## src/pkg/rbc_pkg.sv

```systemverilog
package rbc_pkg;

  // ************************************************************
  // widths and fixed values
  // ************************************************************
  localparam int ADDR_W = 16;
  localparam int DATA_W = 8;
  localparam logic [ADDR_W-1:0] ZERO_LINK = 16'h0000;
  localparam logic [ADDR_W-1:0] RST_ADDR = 16'h0000;
  // link field offset inside a buffer, arbitrary default
  localparam logic [ADDR_W-1:0] LINK_OFS = 16'h0000;
  localparam logic [ADDR_W-1:0] DATA_OFS = 16'h0002;
  localparam logic [ADDR_W-1:0] ADDR_ONE = 16'h0001;

  // memory read request (address only)
  typedef struct packed {
    logic [ADDR_W-1:0] addr;
  } rbc_rd_req_s;

  // memory write request
  typedef struct packed {
    logic [ADDR_W-1:0] addr;
    logic [DATA_W-1:0] data;
  } rbc_wr_req_s;

  typedef enum logic [2:0] {
    ST_LOAD_ADDR,
    ST_FETCH,
    ST_WAIT_RD,
    ST_HOLD_NEXT,
    ST_PARKED
  } rbc_state_e;

endpackage
```

## src/logic/rbc_follower.sv

```systemverilog
`timescale 1ns/100ps
// How it works
// RL1: keep stepping along the list so the next buffer address is ready early.
// RL2: chain register holds either next buffer address or prior link field address.
// RL3: a zero link read parks the follower at that link field address.
// RL4: host extends the chain by writing a nonzero buffer address into last link.
// RL5: when a buffer is needed while parked, re-read the link field from memory.
// RL6: set the chain state flag while the next buffer address is held.
// RL7: clear the chain state flag once the register advanced to a zero link.
// RL8: if the re-read link is still zero, write no data and stay parked; after a first buffer, bytes taken before that answer are still written.
module rbc_follower
  import rbc_pkg::*;
#(
  parameter int BUF_DEPTH = 2
) (
  input wire logic i_sys_clk,
  input wire logic i_rst,
  input wire logic i_start,
  input wire logic [ADDR_W-1:0] i_head_addr,
  input wire logic i_rd_ready,
  output rbc_rd_req_s o_rd_req,
  output logic o_rd_valid,
  input wire logic i_rd_data_valid,
  input wire logic [ADDR_W-1:0] i_rd_data,
  input wire logic i_frame_start,
  input wire logic i_data_valid,
  input wire logic [DATA_W-1:0] i_data,
  output logic o_data_ready,
  output rbc_wr_req_s o_wr_req,
  output logic o_wr_valid,
  input wire logic i_wr_ready,
  output logic o_rx_chain_next_valid,
  output logic o_no_buffer,
  output logic [ADDR_W-1:0] o_chain_addr
);

  // ************************************************************
  // chain walker
  // ************************************************************
  rbc_state_e state_reg;
  logic [ADDR_W-1:0] chain_reg;
  logic [ADDR_W-1:0] cur_buf_reg;
  logic [ADDR_W-1:0] wr_ptr_reg;
  logic [ADDR_W-1:0] rd_addr_reg;
  logic need_reg;
  logic have_buf_reg;
  logic rd_valid_reg;
  logic flag_reg;
  logic no_buf_reg;
  logic buf_push;
  logic buf_full;

  // the walk only looks ahead one buffer; frame start consumes it
  always_ff @(posedge i_sys_clk) begin
    if (i_rst) begin
      state_reg <= ST_LOAD_ADDR;
      chain_reg <= RST_ADDR;
      cur_buf_reg <= RST_ADDR;
      rd_addr_reg <= RST_ADDR;
      need_reg <= 1'b0;
      have_buf_reg <= 1'b0;
      rd_valid_reg <= 1'b0;
      flag_reg <= 1'b0;
      no_buf_reg <= 1'b0;
    end else begin
      if (i_frame_start && !need_reg) begin
        need_reg <= 1'b1;
      end
      case (state_reg)
        ST_LOAD_ADDR: begin
          if (i_start) begin
            chain_reg <= i_head_addr;
            state_reg <= ST_FETCH;
          end
        end
        ST_FETCH: begin
          // read link field of the buffer that chain_reg names
          rd_valid_reg <= 1'b1;
          rd_addr_reg <= chain_reg + LINK_OFS; // [RL2]
          state_reg <= ST_WAIT_RD;
        end
        ST_WAIT_RD: begin
          if (rd_valid_reg && i_rd_ready) begin
            rd_valid_reg <= 1'b0;
          end
          if (i_rd_data_valid) begin
            if (i_rd_data == ZERO_LINK) begin
              state_reg <= ST_PARKED; // [RL3]
              flag_reg <= 1'b0; // [RL7]
              if (need_reg) begin
                no_buf_reg <= 1'b1; // [RL8]
                // a frame start in this very cycle is a fresh request and wins
                need_reg <= i_frame_start;
              end
            end else begin
              chain_reg <= i_rd_data; // [RL1] [RL2]
              flag_reg <= 1'b1; // [RL6]
              no_buf_reg <= 1'b0;
              state_reg <= ST_HOLD_NEXT;
            end
          end
        end
        ST_HOLD_NEXT: begin
          if (need_reg) begin
            // take the held buffer, then step ahead at once
            cur_buf_reg <= chain_reg;
            have_buf_reg <= 1'b1;
            need_reg <= i_frame_start;
            state_reg <= ST_FETCH; // [RL1]
          end
        end
        ST_PARKED: begin
          if (need_reg) begin
            state_reg <= ST_FETCH; // [RL5]
          end
        end
        default: begin
          state_reg <= ST_LOAD_ADDR;
        end
      endcase
    end
  end

  // ************************************************************
  // two-entry data buffer
  // ************************************************************
  logic [DATA_W-1:0] mem_reg [BUF_DEPTH];
  logic [$clog2(BUF_DEPTH):0] cnt_reg;
  logic [$clog2(BUF_DEPTH)-1:0] rp_reg;
  logic [$clog2(BUF_DEPTH)-1:0] wp_reg;
  logic buf_pop;
  logic data_rdy_reg;

  assign buf_full = (cnt_reg == ($clog2(BUF_DEPTH)+1)'(BUF_DEPTH));
  // data only accepted while a buffer is owned; otherwise it is held back
  assign buf_push = i_data_valid && data_rdy_reg;
  // an entry leaves the buffer when it moves into the write stage, so the
  // stage never reloads the word it is still offering
  assign buf_pop = have_buf_reg && (cnt_reg != '0) && (!wr_valid_reg || i_wr_ready);

  always_ff @(posedge i_sys_clk) begin
    if (i_rst) begin
      cnt_reg <= '0;
      rp_reg <= '0;
      wp_reg <= '0;
    end else begin
      if (buf_push) begin
        wp_reg <= wp_reg + 1'b1;
      end
      if (buf_pop) begin
        rp_reg <= rp_reg + 1'b1;
      end
      cnt_reg <= cnt_reg + {{$clog2(BUF_DEPTH){1'b0}}, buf_push}
        - {{$clog2(BUF_DEPTH){1'b0}}, buf_pop};
    end
  end

  for (genvar g = 0; g < BUF_DEPTH; g++) begin : g_ent
    always_ff @(posedge i_sys_clk) begin
      if (buf_push && wp_reg == g) begin
        mem_reg[g] <= i_data;
      end
    end
  end

  // ready registered; conservative by one slot so push never overflows
  always_ff @(posedge i_sys_clk) begin
    if (i_rst) begin
      data_rdy_reg <= 1'b0;
    end else begin
      // no new bytes while the re-read link was still zero
      data_rdy_reg <= have_buf_reg && !no_buf_reg && !buf_full // [RL8]
        && (cnt_reg + {{$clog2(BUF_DEPTH){1'b0}}, buf_push}
        < ($clog2(BUF_DEPTH)+1)'(BUF_DEPTH));
    end
  end

  // ************************************************************
  // memory writer
  // ************************************************************
  logic wr_valid_reg;
  logic [DATA_W-1:0] wr_data_reg;
  logic [ADDR_W-1:0] wr_addr_reg;

  // a stalled write holds; a new word loads only once the last one went
  always_ff @(posedge i_sys_clk) begin
    if (i_rst) begin
      wr_valid_reg <= 1'b0;
      wr_data_reg <= '0;
      wr_addr_reg <= RST_ADDR;
      wr_ptr_reg <= RST_ADDR;
    end else begin
      if (state_reg == ST_HOLD_NEXT && need_reg) begin
        wr_ptr_reg <= chain_reg + DATA_OFS;
      end
      if (buf_pop) begin
        wr_valid_reg <= 1'b1; // [RL8]
        wr_data_reg <= mem_reg[rp_reg];
        wr_addr_reg <= wr_ptr_reg;
        wr_ptr_reg <= wr_ptr_reg + ADDR_ONE;
      end else if (i_wr_ready) begin
        wr_valid_reg <= 1'b0;
      end
    end
  end

  assign o_wr_valid = wr_valid_reg;
  assign o_wr_req = '{addr: wr_addr_reg, data: wr_data_reg};
  assign o_rd_valid = rd_valid_reg;
  assign o_rd_req = '{addr: rd_addr_reg};
  assign o_data_ready = data_rdy_reg;
  assign o_rx_chain_next_valid = flag_reg;
  assign o_no_buffer = no_buf_reg;
  assign o_chain_addr = chain_reg;

  // ************************************************************
  // checks
  // ************************************************************
  AST_ZERO_PARKS: assert property (@(posedge i_sys_clk) disable iff (i_rst) // [RL3]
    state_reg == ST_WAIT_RD && i_rd_data_valid && i_rd_data == ZERO_LINK
    |=> state_reg == ST_PARKED && $stable(chain_reg))
    else $error("zero link did not park");
  AST_FLAG_CLEAR: assert property (@(posedge i_sys_clk) disable iff (i_rst) // [RL7]
    state_reg == ST_PARKED |-> !o_rx_chain_next_valid)
    else $error("flag set while parked");
  AST_FLAG_SET: assert property (@(posedge i_sys_clk) disable iff (i_rst) // [RL6]
    state_reg == ST_HOLD_NEXT |-> o_rx_chain_next_valid)
    else $error("flag clear while next held");
  AST_ADVANCE: assert property (@(posedge i_sys_clk) disable iff (i_rst) // [RL1]
    state_reg == ST_WAIT_RD && i_rd_data_valid && i_rd_data != ZERO_LINK
    |=> chain_reg == $past(i_rd_data))
    else $error("chain did not advance");
  AST_REFETCH: assert property (@(posedge i_sys_clk) disable iff (i_rst) // [RL5]
    state_reg == ST_PARKED && need_reg |=> state_reg == ST_FETCH ##1 o_rd_valid)
    else $error("no re-read when parked");
  AST_NO_WRITE: assert property (@(posedge i_sys_clk) disable iff (i_rst) // [RL8]
    !have_buf_reg |-> !o_wr_valid)
    else $error("write without buffer");
  COV_PARK: cover property (@(posedge i_sys_clk) state_reg == ST_PARKED);
  COV_RESUME: cover property (@(posedge i_sys_clk)
    state_reg == ST_PARKED ##[1:50] state_reg == ST_HOLD_NEXT);
  COV_WRITE: cover property (@(posedge i_sys_clk) o_wr_valid && i_wr_ready);

endmodule

```

## config.mk

```make
export PLATFORM = sky130hd
export DESIGN_NAME = rbc_follower
export DESIGN_NICKNAME = d
export VERILOG_FILES = /design/src/pkg/rbc_pkg.sv /design/src/logic/rbc_follower.sv
export SDC_FILE = /design/constraint.sdc
export NUM_CORES = 1
export LEC_CHECK = 0
export ABC_CLOCK_PERIOD_IN_PS = 1760
export BUFFER_PORTS_ARGS = -buffer_cell sky130_fd_sc_hd__buf_2
export CORE_MARGIN = 1
export CORE_UTILIZATION = 50
export DETAILED_ROUTE_END_ITERATION = 10
export PLACE_DENSITY_LB_ADDON = 0.3
export RECOVER_POWER = 50
export SYNTH_ARGS = -nofsm -noshare
export SYNTH_HDL_FRONTEND = slang
export SYNTH_SLANG_ARGS = --single-unit
```

## constraint.sdc

```tcl
create_clock -name i_sys_clk -period 1.76 [get_ports i_sys_clk]
set_input_delay 0.088 -clock i_sys_clk [delete_from_list [all_inputs] [get_ports i_sys_clk]]
set_output_delay 0.088 -clock i_sys_clk [all_outputs]
set_load 0.005 [all_outputs]
```

==> results.txt <==
worst-case vdd ir drop = 0.479 mV
Total Power = 4.98 mW
ANT cells = 0
Post-Syn Area = 4590 sq um
Worst setup SP type = flip-flop
WL/cell = 15.5 um
layout cell share with drive strength beyond 1 = 24.7%
number of global-route vias before repair = 3985
Clock Latency Late Sink = 0.36 ns
outcome = complete, but fails checks
Lkg Pwr = 2.24 nW
die area = 9560 sq um
CP endpoint kind = flip-flop
violation count after the first detailed-routing iteration = 142
Post-Synth XOR/XNOR Area = 3.06%
share of power burned in registers = 52.2%
Sw Ratio = 28.6%
worst slew pin tran = 0.584 ns
Top FF cell, synth = dfxtp_1
multi-input logic area = 2220 sq um
chip width = 97.8 um
first-pass GRT wire length = 18600 um
register area share after synthesis = 48.0%
main combinational cell family by area after synthesis = simple AND/OR/NAND/NOR gates
final period demand of the worst path = 1.69 ns
Core Box Area = 8810 sq um
post-detail-place hpwl = 8440 um
largest area contributor in the netlist = dfxtp_1
number of synthesized register bits = 102
slowest stage delay, CP = 0.40 ns
Post-synth EDFFs = 16
Pwr per Cell Area = 878 nW/um^2
WP data required = 2.03 ns
net count reported at finish = 686
Simple-Gate Fraction of Synth Area = 22.3%
Final WS setup = 0.0712 ns
Vias = 4154
total routed wirelength = 11600 um
top-area cell type share of the netlist area = 37.5%
CTS Buf Count = 9
number of cell rows = 34
Final Setup Violations = 0
P_sw = 1.42 mW
layout overhead on the synthesized area = 23.7%
initial core utilization = 52.1%
Post-Place Worst Slack = 0.0348 ns
Reg area = 2210 sq um
asr flop ratio synth = 0%
Slew HR = 61.0%
Routability Congestion = 0.854
f_max = 0.592 GHz
Antenna Nets Post-Route = 0
Synth Instances = 504
vias per cell = 5.56
Overall Global Routing Usage = 24.4%
Clock transition at path regs = 0.10 ns
final hold vios = 0
synthesized area per cell = 9.10 sq um
Ys Warns = 0
Crit Path Category = reg -> reg
Port Buf Inserts = 108
largest net degree at the start of global routing = 29
CTS H-Tree Depth = 3
Comb pwr share = 18.1%
Hold Path Class = in -> reg
Synth Area in Compound Gates = 15.9%
Clock Tree Buf Depth = 2
Area contributors post-synth = dfxtp_1 38%, edfxtp_1 10%, nand2_1 6.3%, a21oi_1 5.6%, mux2i_1 5.5%
fill count = 766
DIE HEIGHT = 97.8 um
clock sinks = 102
Distinct cells, synth = 57
detailed-route DRC error count = 12
clock tree from TritonCTS = done
GRT overflow = 0
initial antenna violation count = 0
internal power = 3.55 mW
Max Slew Vio Count = 0
max-cap viol count = 0
Tcrit/Tclk final = 96.0%
fin cells = 747
adder-cell area share of the yosys netlist = 1.09%
1st-pass router iterations = 8
crit-path leading delay family = compound AO/OA/AOI/OAI gates
IO Count = 109
failing checks = DRC
Worst Clk Skew = 0.0117 ns
TNS Setup = 0 ns
dpl cells = 720
worst path cell trace = ha_2 -> nand3_2 -> nor3_4 -> a311o_1 -> o21ai_2 -> a2111oi_4
Clk Tree Root Cell = clkbuf_8
CP max FO = 5
CP arrival = 1.96 ns
clock network fraction of total power = 29.7%
Critical Path Slowest Stage Cell = dfxtp_2
CP Buf/Inv Count = 0
final core occ = 64.4%
mux share of post-synthesis cell area = 5.70%
Syn Nets = 556
==> final cells by class <==
type / instances / area share, %
sequential: 102 / 38.9
inverter: 6 / 0.441
timing repair buffer: 153 / 15.6
multi-input combinational: 362 / 39.1
clock inverter: 3 / 0.441
tap: 108 / 2.38
clock buffer: 13 / 3.18
==> cells in the final DEF (no fill, tap or decap), drive strengths merged, types with 2 or more instances in the layout <==
| cell | n |
|---|---|
| a21oi | 51 |
| nor4b | 2 |
| inv | 6 |
| clkinv | 2 |
| dfxtp | 86 |
| a2111oi | 2 |
| clkbuf | 37 |
| nand2 | 79 |
| a311oi | 2 |
| nand4b | 2 |
| xnor2 | 4 |
| mux2i | 25 |
| nand2b | 2 |
| edfxtp | 16 |
| dlygate4sd3 | 9 |
| nor2b | 3 |
| buf | 120 |
| nand3b | 3 |
| nand3 | 11 |
| a211oi | 26 |
| nand4 | 9 |
| nor4 | 5 |
| o31ai | 2 |
| nor3 | 13 |
| a32oi | 2 |
| and3 | 6 |
| nor2 | 58 |
| xor2 | 12 |
| and2 | 2 |
| a31oi | 4 |
| and4 | 4 |
| o21ai | 17 |
| ha | 4 |
==> kinds of logic after synthesis <==
logic type	count (synthesis)
xor gates and xnor gates	16
muxes	26
AOI/OAI and AO/OA	114
buffers and inverters	40
and+or+nand+nor	202
DFF	102
adders and majority gates	4
==> Yosys cell counts, types with 3 or more instances <==
| master | instances |
|---|---|
| dfxtp_1 | 86 |
| nand2_1 | 77 |
| nor2_1 | 57 |
| a21oi_1 | 51 |
| a211oi_1 | 26 |
| mux2i_1 | 25 |
| buf_2 | 18 |
| edfxtp_1 | 16 |
| xor2_1 | 12 |
| o21ai_0 | 11 |
| clkbuf_1 | 10 |
| nand4_1 | 9 |
| nand3_1 | 8 |
| nor3_1 | 8 |
| and3_1 | 6 |
| buf_1 | 5 |
| inv_1 | 5 |
| nor4_1 | 5 |
| a31oi_1 | 4 |
| and4_1 | 4 |
| ha_1 | 4 |
| xnor2_1 | 4 |
| nand3b_1 | 3 |
| nor2b_1 | 3 |
| nor3_4 | 3 |
| o21ai_1 | 3 |
| o21ai_2 | 3 |
==> per-layer routing <==
metal | vias up | global-route usage [%] | part of all wire [%]
li1 | 2057 | - | -
met1 | 1973 | 30.7 | 44
met2 | 105 | 42.2 | 49
met3 | 19 | 3.15 | 4.1
met4 | 0 | 10.4 | 1.9
met5 | - | 0 | 0
==> timing repair <==
action,in CTS,in global routing
setup buffers,0,2
endpoints found under the hold margin,17,0
resized for setup,0,7
endpoints found under the setup margin,0,24
hold buffers,9,0
==> power by group through the flow <==
stage          clock (mW)  sequential [mW]  combinational [mW]
2_1_floorplan           0             2.65               0.504
3_3_place_gp            0             2.64               0.871
3_5_place_dp            0             2.65               0.894
4_1_cts              1.51             2.60               0.912
5_1_grt              1.59             2.62               0.986
6_report             1.48             2.60               0.901
==> stage by stage <==
step                hold WS [ns]  area [sq um]
floorplan                  0.187          4590
global placement           0.277          5390
detailed placement         0.282          5390
CTS                      0.00423          5680
global route              0.0229          5670
finish                    0.0153          5670
==> worst paths after layout <==
| kind | depth (start not counted) | to | slack, ns | startpoint |
|---|---|---|---|---|
| max | 6 | wr_ptr_reg[14] | 0.07 | wr_ptr_reg[1] |
| min | 4 | o_rd_valid | 0.02 | i_rd_ready |
| max reg2reg | 6 | wr_ptr_reg[14] | 0.07 | wr_ptr_reg[1] |
| min reg2reg | 2 | wr_addr_reg[7] | 0.45 | wr_addr_reg[7] |
==> tightest hold or removal path, delay by kind of cell <==
| kind | cells | cell delay, ns |
|---|---|---|
| buffers and inverters | 1 | 0.10 |
| AOI/OAI and AO/OA | 1 | 0.05 |
| and+or+nand+nor | 2 | 0.12 |
Note: power is estimated with default switching activity, not from simulation.
